<file path="src/prls_defines.svh">
// register offsets, reset values and counts of the lane status block
`ifndef PRLS_DEFINES_SVH
`define PRLS_DEFINES_SVH
`define PRLS_LANES 20
`define PRLS_CNT_W 17
`define PRLS_REP_LIMIT 3'h4
`define PRLS_OFS_SPACING 12'h000
`define PRLS_OFS_STATUS 12'h004
`define PRLS_OFS_LOCK_LO 12'h008
`define PRLS_OFS_LOCK_HI 12'h00c
`define PRLS_OFS_WSYNC 12'h010
`define PRLS_OFS_INT_STAT 12'h014
`define PRLS_OFS_INT_MASK 12'h018
`define PRLS_RST_SPACING 16'h3fff
`define PRLS_RST_INT_MASK 5'h00
`define PRLS_EV_MARKER_WORD 0
`define PRLS_EV_INTERVAL 1
`define PRLS_EV_REPEAT 2
`define PRLS_EV_SYNC_LOSS 3
`define PRLS_EV_ALIGN 4
`endif

</file>
<file path="src/prls_pkg.sv">
// types shared by the lane status block
package prls_pkg;
	typedef logic [19:0] prls_lanes_t;
	typedef logic [4:0] prls_events_t;
	typedef logic [16:0] prls_count_t;
endpackage

</file>
<file path="src/prls_pcs_rx_lane_status.sv">
// receive lane status reporting with apb registers and interrupt
`timescale 1ns/100ps
`default_nettype none
`include "prls_defines.svh"
module prls_pcs_rx_lane_status
	import prls_pkg::*;
(
	// clock and reset
	input wire logic pclk,
	input wire logic presetn,
	// apb slave
	input wire logic psel,
	input wire logic penable,
	input wire logic pwrite,
	input wire logic [11:0] paddr,
	input wire logic [31:0] pwdata,
	output logic [31:0] prdata,
	output logic pready,
	output logic pslverr,
	// interrupt
	output logic irq,
	// raw lane events from the receive datapath
	input wire logic rx_word_valid,
	input wire prls_lanes_t lane_lock_in,
	input wire prls_lanes_t marker_strobe,
	input wire prls_lanes_t marker_malformed,
	input wire logic [39:0] framing_err_in,
	input wire prls_lanes_t framing_err_valid_in,
	// all-lane conditions
	input wire logic deskew_done_in,
	input wire logic align_fault_in,
	input wire logic high_error_rate_state,
	input wire logic internal_fault_in,
	input wire logic received_local_fault,
	// status outputs
	output logic [39:0] framing_err,
	output prls_lanes_t framing_err_valid,
	output prls_lanes_t lane_block_lock,
	output prls_lanes_t lane_word_sync,
	output prls_lanes_t lane_word_sync_loss,
	output prls_lanes_t marker_interval_error,
	output prls_lanes_t marker_repeat_error,
	output prls_lanes_t marker_word_error,
	output logic lanes_aligned,
	output logic coding_status,
	output logic local_fault,
	output logic aligned_error
);

	////////////////////////////////////////////////////////////////////
	function automatic prls_count_t count_step(input prls_count_t c);
		count_step = (c == '1) ? c : prls_count_t'(c + 17'h00001);
	endfunction

	logic [15:0] spacing_q;
	prls_events_t int_stat_q, int_mask_q;
	logic run_q;
	prls_lanes_t seen_q, lost_q, lock_prev_q, interval_q, repeat_q;
	prls_lanes_t wsync_q, loss_q, mkerr_q, lock_q, fev_q;
	logic [39:0] fe_q;
	logic aligned_q, status_q, lf_q, aerr_q, align_prev_q, align_lost_q;
	logic [31:0] prdata_q;
	logic pready_q, pslverr_q, irq_q;
	prls_count_t cnt_q [`PRLS_LANES];
	logic [2:0] rep_cnt_q [`PRLS_LANES];

	wire prls_count_t spacing_target = {1'b0, spacing_q} + 17'h00001;
	wire prls_lanes_t marker_good = marker_strobe & ~marker_malformed;
	prls_lanes_t spacing_ok;
	prls_lanes_t rep_full;

	////////////////////////////////////////////////////////////////////
	// per lane marker tracking
	for (genvar l = 0; l < `PRLS_LANES; l++) begin : g_lane
		// a lane with no reference marker yet cannot judge spacing
		assign spacing_ok[l] = ~seen_q[l] || (cnt_q[l] == spacing_target);
		wire mark_err = marker_strobe[l] &
			(marker_malformed[l] | ~spacing_ok[l]);
		assign rep_full[l] = (rep_cnt_q[l] == `PRLS_REP_LIMIT);

		always_ff @(posedge pclk or negedge presetn) begin
			if (!presetn)
				cnt_q[l] <= '0;
			else if (marker_strobe[l])
				cnt_q[l] <= 17'h00001;
			else if (rx_word_valid)
				cnt_q[l] <= count_step(cnt_q[l]);
		end

		always_ff @(posedge pclk or negedge presetn) begin
			if (!presetn)
				interval_q[l] <= 1'b0;
			else if (marker_strobe[l])
				interval_q[l] <= ~spacing_ok[l];
		end

		always_ff @(posedge pclk or negedge presetn) begin
			if (!presetn)
				rep_cnt_q[l] <= '0;
			else if (marker_strobe[l] && !mark_err)
				rep_cnt_q[l] <= '0;
			else if (mark_err && !rep_full[l])
				rep_cnt_q[l] <= rep_cnt_q[l] + 3'h1;
		end
	end

	////////////////////////////////////////////////////////////////////
	// lane sync state
	wire prls_lanes_t seen_d = (seen_q | marker_good) & lane_lock_in;
	// loss by header errors holds until a marker is seen again; clearing
	// on seen_d keeps sync and loss complementary in every cycle once run_q is set
	wire prls_lanes_t lost_d = (lost_q | (lock_prev_q & ~lane_lock_in)) &
		~seen_d;
	wire align_lost_d = (align_lost_q | (align_prev_q & ~deskew_done_in)) &
		~deskew_done_in;

	always_ff @(posedge pclk or negedge presetn) begin
		if (!presetn) begin
			seen_q <= '0;
			lost_q <= '0;
			lock_prev_q <= '0;
			align_prev_q <= 1'b0;
			align_lost_q <= 1'b0;
			run_q <= 1'b0;
		end else begin
			seen_q <= seen_d;
			lost_q <= lost_d;
			lock_prev_q <= lane_lock_in;
			align_prev_q <= deskew_done_in;
			align_lost_q <= align_lost_d;
			run_q <= 1'b1;
		end
	end

	////////////////////////////////////////////////////////////////////
	// registered status outputs, all zero under reset
	// registered zeroed status
	always_ff @(posedge pclk or negedge presetn) begin
		if (!presetn) begin
			fe_q <= '0;
			fev_q <= '0;
			lock_q <= '0;
			wsync_q <= '0;
			loss_q <= '0;
			repeat_q <= '0;
			mkerr_q <= '0;
			aligned_q <= 1'b0;
			status_q <= 1'b0;
			lf_q <= 1'b0;
			aerr_q <= 1'b0;
		end else begin
			fe_q <= framing_err_in;
			fev_q <= framing_err_valid_in;
			lock_q <= lane_lock_in;
			wsync_q <= seen_d;
			loss_q <= ~seen_d | lost_d;
			repeat_q <= rep_full;
			mkerr_q <= marker_strobe & marker_malformed;
			aligned_q <= deskew_done_in;
			status_q <= deskew_done_in & ~high_error_rate_state;
			lf_q <= internal_fault_in | ~deskew_done_in | received_local_fault;
			aerr_q <= align_fault_in | align_lost_d;
		end
	end

	////////////////////////////////////////////////////////////////////
	// apb slave: one wait-free answer, registered read data
	wire setup_ph = psel & ~penable & ~pready_q;
	wire acc_done = psel & penable & pready_q;
	wire wr_en = acc_done & pwrite;
	wire hit_spacing = (paddr == `PRLS_OFS_SPACING);
	wire hit_status = (paddr == `PRLS_OFS_STATUS);
	wire hit_lock_lo = (paddr == `PRLS_OFS_LOCK_LO);
	wire hit_lock_hi = (paddr == `PRLS_OFS_LOCK_HI);
	wire hit_wsync = (paddr == `PRLS_OFS_WSYNC);
	wire hit_int_stat = (paddr == `PRLS_OFS_INT_STAT);
	wire hit_int_mask = (paddr == `PRLS_OFS_INT_MASK);
	wire hit_any = hit_spacing | hit_status | hit_lock_lo | hit_lock_hi |
		hit_wsync | hit_int_stat | hit_int_mask;
	wire [31:0] rd_mux =
		hit_spacing ? {16'h0000, spacing_q} :
		hit_status ? {28'h0000000, aerr_q, lf_q, status_q, aligned_q} :
		hit_lock_lo ? {24'h000000, lock_q[7:0]} :
		hit_lock_hi ? {20'h00000, lock_q[19:8]} :
		hit_wsync ? {12'h000, wsync_q} :
		hit_int_stat ? {27'h0000000, int_stat_q} :
		hit_int_mask ? {27'h0000000, int_mask_q} : 32'h00000000;

	always_ff @(posedge pclk or negedge presetn) begin
		if (!presetn) begin
			pready_q <= 1'b0;
			pslverr_q <= 1'b0;
			prdata_q <= '0;
		end else begin
			pready_q <= setup_ph;
			pslverr_q <= setup_ph & ~hit_any;
			prdata_q <= (setup_ph && !pwrite) ? rd_mux : 32'h00000000;
		end
	end

	always_ff @(posedge pclk or negedge presetn) begin
		if (!presetn) begin
			spacing_q <= `PRLS_RST_SPACING;
			int_mask_q <= `PRLS_RST_INT_MASK;
		end else if (wr_en) begin
			if (hit_spacing)
				spacing_q <= pwdata[15:0];
			if (hit_int_mask)
				int_mask_q <= pwdata[4:0];
		end
	end

	////////////////////////////////////////////////////////////////////
	// sticky events; a new event wins over a write-one clear
	prls_events_t ev;
	assign ev[`PRLS_EV_MARKER_WORD] = |(marker_strobe & marker_malformed);
	assign ev[`PRLS_EV_INTERVAL] = |(marker_strobe & ~spacing_ok);
	assign ev[`PRLS_EV_REPEAT] = |(rep_full & ~repeat_q);
	assign ev[`PRLS_EV_SYNC_LOSS] = |(lock_prev_q & ~lane_lock_in);
	assign ev[`PRLS_EV_ALIGN] = align_fault_in | (align_prev_q & ~deskew_done_in);
	wire prls_events_t clr = (wr_en && hit_int_stat) ? pwdata[4:0] : 5'h00;
	wire prls_events_t int_stat_d = (int_stat_q & ~clr) | ev;

	always_ff @(posedge pclk or negedge presetn) begin
		if (!presetn) begin
			int_stat_q <= '0;
			irq_q <= 1'b0;
		end else begin
			int_stat_q <= int_stat_d;
			irq_q <= |(int_stat_d & int_mask_q);
		end
	end

	////////////////////////////////////////////////////////////////////
	assign prdata = prdata_q;
	assign pready = pready_q;
	assign pslverr = pslverr_q;
	assign irq = irq_q;
	assign framing_err = fe_q;
	assign framing_err_valid = fev_q;
	assign lane_block_lock = lock_q;
	assign lane_word_sync = wsync_q;
	assign lane_word_sync_loss = loss_q;
	assign marker_interval_error = interval_q;
	assign marker_repeat_error = repeat_q;
	assign marker_word_error = mkerr_q;
	assign lanes_aligned = aligned_q;
	assign coding_status = status_q;
	assign local_fault = lf_q;
	assign aligned_error = aerr_q;
endmodule // prls_pcs_rx_lane_status
`default_nettype wire

</file>
<file path="config.mk">
export PLATFORM = sky130hd
export DESIGN_NAME = prls_pcs_rx_lane_status
export DESIGN_NICKNAME = d
export VERILOG_FILES = /design/src/prls_pkg.sv /design/src/prls_pcs_rx_lane_status.sv
export VERILOG_INCLUDE_DIRS = /design/src
export SDC_FILE = /design/constraint.sdc
export NUM_CORES = 1
export LEC_CHECK = 0
export ABC_AREA = 1
export CAP_MARGIN = 20
export CORE_MARGIN = 2
export CORE_UTILIZATION = 60
export CTS_CLUSTER_SIZE = 24
export DETAILED_ROUTE_END_ITERATION = 16
export DONT_BUFFER_PORTS = 1
export GPL_TIMING_DRIVEN = 0
export PLACE_DENSITY = 0.73
export SKIP_LAST_GASP = 1
export SYNTH_ARGS = -nofsm -noshare
export SYNTH_HDL_FRONTEND = slang
export SYNTH_SLANG_ARGS = --single-unit
</file>
<file path="constraint.sdc">
create_clock -name pclk -period 3.65 [get_ports pclk]
set_clock_uncertainty 0.2 [all_clocks]
set_input_delay 0.365 -clock pclk [delete_from_list [all_inputs] [get_ports pclk]]
set_output_delay 0.365 -clock pclk [all_outputs]
set_load 0.01 [all_outputs]
</file>
==> results of run 1 <==
## sequential cells by signal (all words and copies together), names as in the netlist, 20 cells and up
signal / cells
cnt_q: 340
rep_cnt_q: 60
framing_err: 40
framing_err_valid: 20
lane_block_lock: 20
lane_word_sync: 20
lane_word_sync_loss: 20
marker_interval_error: 20
marker_repeat_error: 20
marker_word_error: 20
prdata: 20
## timing repair
| item | in CTS | in global routing |
|---|---|---|
| resized for setup | 128 | 96 |
| pin swaps | 14 | 19 |
| buffers inserted | 19 | 29 |
| endpoints found under the hold margin | 922 | 634 |
| endpoints found under the setup margin | 76 | 30 |
| gates cloned | 1 | 0 |
## critical path, cell delays in order, from the launching register on
cell     delay, ps
dfstp_2        590
ha_4           180
nand3_2        170
nor2_4         190
nand4_1        290
nand2_4        270
buf_6          240
o22ai_1        100
nor2_1          90
nand2_1         50
nor2_1         200
nand2_2        150
nand3_1        160
nand2_1        170
nor2_2         160
nand2_1        130
nand2_1         80
nand2_1         50
## synth_stat cells, types with 3 or more instances
| cell | n |
|---|---|
| o21ai_0 | 293 |
| buf_2 | 30 |
| buf_4 | 16 |
| nor2_1 | 554 |
| dfstp_2 | 14 |
| buf_6 | 3 |
| nor3_1 | 130 |
| xor2_1 | 67 |
| a211oi_1 | 38 |
| dfrtp_1 | 620 |
| nor2_2 | 3 |
| clkbuf_1 | 56 |
| nand3b_1 | 6 |
| nand3_1 | 289 |
| a31oi_1 | 11 |
| nor3b_1 | 5 |
| or2_2 | 5 |
| o211ai_1 | 16 |
| and3_1 | 3 |
| ha_1 | 81 |
| nand2_2 | 13 |
| a221oi_1 | 15 |
| o31ai_1 | 5 |
| a21oi_1 | 247 |
| nand2_1 | 1206 |
| xnor2_1 | 21 |
| o22ai_1 | 15 |
| o21a_1 | 5 |
| nor4_1 | 58 |
| a22o_1 | 18 |
| nand4_1 | 53 |
| o221ai_1 | 8 |
| a21boi_0 | 20 |
| inv_1 | 702 |
| o2111ai_1 | 3 |
## layer usage
metal  wire [um]  up-vias
li1            -    15600
met1       48000    16000
met2       57300     1837
met3       12600      492
met4        9770        2
met5          15        -
## per-stage QoR
| stage | setup WS (ps) | util [%] | TNS (ps) |
|---|---|---|---|
| floorplan | 804 | - | 0 |
| global placement | -1170 | 62.7 | -32740 |
| detailed placement | -1120 | 62.9 | -25480 |
| CTS | 14.7 | 70.7 | 0 |
| global route | -25.8 | 71.8 | -84.7 |
| finish | 38.4 | 71.8 | 0 |
## where the power goes
group          internal (uW)  switching, uW
Clock                   4380           3120
Sequential              7680            703
Combinational            948           1380
Total                  13000           5200
## worst max path at each step
stage,cells past startpoint,endpoint,startpoint
floorplan,17,cnt_q[219],cnt_q[204]
global placement,19,irq,spacing_q[0]
detailed placement,19,irq,spacing_q[0]
CTS,19,irq,spacing_q[0]
global route,19,rep_cnt_q[46],spacing_q[1]
finish,17,irq,spacing_q[0]
## cells by family (layout without fill, tap and decap cells)
group,count (synthesis),after routing,share of synthesized area [%]
simple gates,2334,2335,28.2
fa+ha+maj,81,81,2.93
buf+inv,812,1135,9.16
xor+xnor,88,88,2.23
other cells,1,18,0.0108
flops,634,634,45.9
compound gates,706,706,11.6
## area by class of cell
type	count	area [um2]	share of cell area (%)
multi-input combinational	3222	16200	39.7
antenna	6	15.0	0.0369
timing repair buffer	194	1880	4.62
inverter	706	2670	6.55
clock buffer	98	1970	4.83
sequential	634	15900	39.0
clock inverter	31	417	1.02
buffer	106	772	1.90
tap	756	946	2.32
==> out/qor.csv, run 1 <==
stage,metric,value,unit
synthesis,yosysUniqueCellTypes,55,
clocking,h-tree-depth,3,
clocking,cts_tree,built,
global_route,grt_max_degree,635,
final_layout,final_cell_mix,"nand2_1, inv_1, dfrtp_1, nor2_1, o21ai_0",
synthesis,async_reset_ff_share,100,%
clocking,cts.path.max_buffers,3,
floorplan,io-pin-count,394,
power_and_ir_drop,p_leak,0.0193,uW
floorplan,dieArea,59600,um2
clocking,clkLatencyLatePin,640,ps
global_route,gr-usage-met1,53.6,%
synthesis,syn_inst,4656,
detailed_routing,first_iter_violations,3712,
clocking,cts_hold_buf,140,
setup_path,rr_endpoint,irq,
run_status,violations,"hold timing, slew limit",
synthesis,ys_ff_latch,634,
setup_path,cp_max_fo,10,
synthesis,synth_top_area_share,44.9,%
final_layout,design_area,40700,um2
global_route,grt_pass1_wl,190000,um
sta,post-route-period-util,98.9,%
synthesis,yosysWarningCount,0,
detailed_routing,routed_wl,128000,um
global_route,grt_overflow,0,
clocking,cts_root_buf,clkbuf_16,
global_route,use_met3,9.60,%
detailed_routing,wl_per_cell,22.2,um
power_and_ir_drop,power.density,447,nW/um2
clocking,path_clk_slew,60,ps
clocking,cts_buffers,71,
detailed_routing,drc_errors,0,
detailed_routing,ant_nets,0,
synthesis,synthTopCellsByArea,"dfrtp_1, nand2_1, inv_1",
sta,max_slew_margin,-164,%
power_and_ir_drop,peakVddDrop,0.000479,V
synthesis,synth_ff_type,dfrtp_1,
setup_path,r2r_start,spacing_q[0],
setup_path,ff2ff_path_depth,17,
global_route,track_usage,42.3,%
final_layout,layout_commonest_cell,nand2_1,
detailed_routing,vias,33900,
sta,whs,-757,ps
final_layout,final.fill_count,4555,
sta,slew_viol_final,524,
sta,min_period,3610,ps
sta,finalHoldViolCount,336,
synthesis,ys_seq_area_share,45.9,%
global_route,grt.busiest_layer,met2,
synthesis,synth_edf_count,0,
final_layout,layout.nets,5191,
global_route,gr-usage-met2,65.0,%
worst_hold_path,min_path_type,input port to asynchronous set/reset pin,
floorplan,die_y,244,um
placed_design,dp_cells,5429,
final_layout,drive_gt1_share,7.13,%
synthesis,avgSynthCellArea,7.43,um2
floorplan,fp.dieW,244,um
synthesis,synth_area_leader_cell,dfrtp_1,
floorplan,start_util,61.0,%
setup_path,start_kind,flip-flop,
job,maxCapViolations,0,
run_status,status,"complete, but fails checks",
floorplan,core,56700,um2
setup_path,arrival,3920,ps
setup_path,reg2reg_slack,40,ps
placed_design,dpl-instance-area,35700,um2
setup_path,end_kind,flip-flop,
clocking,cts.sinks,634,
synthesis,syn_area,34600,um2
detailed_routing,routed_via_density,5.89,
setup_path,required,3950,ps
global_route,antenna_found_initial,6,
floorplan,num_rows,87,
setup_path,crit_type,flip-flop to flip-flop,
sta,setup_viol_count_final,0,
final_layout,final_cells,5753,
placed_design,portBuffers,0,
power_and_ir_drop,total_power,18200,uW
detailed_routing,drtPass1Iterations,8,
sta,fmax,277,MHz
sta,tightestPinTransition,3960,ps
global_route,grt_pass1_vias,31800,
placed_design,dpl.hpwl,87400,um
placed_design,gp_congestion,1.01,
final_layout,area_delta_synth_final,17.7,%
Note: power is estimated with default switching activity, not from simulation.
==> run 2: changes to the inputs <==
Settings changed: CORE_UTILIZATION 60 to 45, PLACE_DENSITY 0.73 to 0.59.
Clock period 3.65 ns to 3 ns, I/O delays scaled along.
==> out/qor.csv, run 2 (synthesis gave the netlist of run 1 again) <==
stage,metric,value,unit,change
run_status,status,"complete, but fails checks",,
run_status,violations,"hold timing, slew limit, setup timing",,
detailed_routing,route.met3.wl,12000,um,-4.6%
clocking,cts_tree,built,,
clocking,path_clk_slew,60,ps,about the same
detailed_routing,wl_per_cell,22.3,um,+0.62%
sta,post-route-period-util,115,%,+16 points
setup_path,required,3310,ps,-640 ps
worst_hold_path,min_path_type,input port to asynchronous set/reset pin,,
floorplan,num_rows,101,,+16%
detailed_routing,vias,34400,,+1.5%
setup_path,ff2ff_path_depth,20,,+3
setup_path,arrival,3750,ps,-170 ps
clocking,clkLatencyLatePin,650,ps,about the same
final_layout,final.fill_count,6713,,+47%
final_layout,final_cells,6237,,+8.4%
placed_design,portBuffers,0,,unchanged
setup_path,crit_type,flip-flop to flip-flop,,
placed_design,dpl.hpwl,92800,um,+6.1%
floorplan,dieArea,79100,um2,+33%
final_layout,regMostFlops,cnt_q,,
sta,min_period,3440,ps,-173 ps
detailed_routing,routed_via_density,5.51,,-6.4%
floorplan,start_util,45.5,%,-15 points
global_route,grt_pass1_vias,32400,,+1.8%
clocking,cts_root_buf,clkbuf_16,,
detailed_routing,dr_wl_met2,63000,um,+9.8%
setup_path,cp_max_fo,10,,unchanged
sta,whs,-16.5,ps,+741 ps
detailed_routing,drtPass1Iterations,6,,-2
global_route,grt_max_degree,635,,unchanged
sta,slew_viol_final,221,,-58%
detailed_routing,first_iter_violations,3300,,-11%
detailed_routing,ant_nets,0,,unchanged
power_and_ir_drop,power.density,504,nW/um2,+13%
detailed_routing,highest_layer,met5,,
detailed_routing,met1_length,54900,um,+14%
job,maxCapViolations,0,,unchanged
sta,tightestPinTransition,2050,ps,-1910 ps
placed_design,gp_congestion,0.981,,-2.9%
floorplan,fp.dieW,281,um,+15%
sta,setup_viol_count_final,52,,+52
setup_path,end_kind,flip-flop,,
floorplan,die_y,281,um,+15%
global_route,grt_overflow,0,,unchanged
final_layout,layout_commonest_cell,nand2_1,,
global_route,grt_pass1_wl,201000,um,+5.8%
power_and_ir_drop,peakVddDrop,0.000778,V,+63%
final_layout,final_util,59.9,%,-12 points
final_layout,final_cell_mix,"nand2_1, inv_1, dfrtp_1, nor2_1, o21ai_0",,
setup_path,start_kind,flip-flop,,
final_layout,drive_gt1_share,15.8,%,+8.7 points
floorplan,io-pin-count,394,,unchanged
power_and_ir_drop,p_leak,0.0211,uW,+9.4%
clocking,cts.path.max_buffers,3,,unchanged
clocking,cts_buffers,73,,+2.8%
final_layout,layout.nets,5405,,+4.1%
floorplan,core,75900,um2,+34%
sta,finalHoldViolCount,9,,-97%
clocking,h-tree-depth,3,,unchanged
detailed_routing,routed_wl,139000,um,+9.1%
final_layout,largest_reg_flops,340,,unchanged
global_route,antenna_found_initial,5,,-1
final_layout,area_delta_synth_final,31.5,%,
global_route,track_usage,34.1,%,-8.2 points
sta,fmax,291,MHz,+5.0%
sta,max_slew_margin,-36.6,%,+130 points
sta,rsz0062_at_grt,yes,,
clocking,cts.sinks,634,,unchanged
placed_design,pre_cts_slack,-1840,ps,-728 ps
sta,worst_slack,-438,ps,-477 ps
sta,tns,-5890,ps,-5890 ps
placed_design,dp_cells,5705,,+5.1%
detailed_routing,drc_errors,0,,unchanged
## run 2: cell count changes in the layout (fill, tap and decap cells not counted), moves of 42 or more
cell,before,now
buf_12,4,46
nor2_2,11,54
dlygate4sd3_1,140,187
nor2_1,539,452
nand2_1,1176,1120
buf_4,65,157
nor2_4,10,54
## run 2: power by group
part	switching (uW)	internal (uW)
Sequential	855	9350
Clock	3920	5400
Combinational	1990	1410
## run 2: final cells by class
cell class                 count  area, um2  share of cell area (%)
antenna                        1       2.50                 0.00550
buffer                       106        996                    2.19
clock buffer                 110       2210                    4.86
clock inverter                22        279                   0.614
inverter                     706       2680                    5.90
multi-input combinational   3222      17900                    39.3
sequential                   634      15900                    35.0
tap                         1030       1290                    2.83
timing repair buffer         406       4240                    9.32
## run 2: critical path, stage by stage (launching register included)
cell,delay [ps]
dfstp_2,580
ha_4,210
nand2_8,80
buf_4,160
nand2_4,110
buf_4,350
nand2_1,110
nand2_1,80
nand4_1,150
nor2_1,140
nand2_1,70
nor2_1,130
nand3_2,170
nand2_2,130
nor2_2,60
nor2_4,200
nand2_2,90
nor2_2,110
nand2_2,90
nand2_1,70
nand2_1,40
## run 2: metrics by stage
stage / cell area [um2] / total power (uW)
final: 45500 / 22900
after global routing: 45500 / 23900
after CTS: 42800 / 22500
after detailed placement: 36100 / 12900
after global placement: 35900 / 12800
after floorplan: 34600 / 12000
## run 2: path summary, 6_finish.rpt
check	start	endpoint	slack (ps)
setup / recovery	spacing_q[1]	irq	-440
hold / removal	presetn	cnt_q[237]	-20
setup reg to reg	spacing_q[1]	irq	-440
hold reg to reg	align_lost_q	align_lost_q	290
max in group asynchronous	presetn	cnt_q[5]	200
min in group pclk	framing_err_valid_in[3]	framing_err_valid[3]	10
## run 2: timing repair
action	4_1_cts	5_1_grt
gates resized for setup	360	416
setup buffers	103	100
pin swaps	66	151
endpoints found under the setup margin	121	189
hold buffers	184	4
endpoints found under the hold margin	964	342
cloned	3	6
## run 2: routing by layer
layer,vias up,global-route usage [%]
met5,-,0
met4,4,21.0
met3,413,6.44
met2,1511,52.8
met1,16400,44.2
li1,16000,-
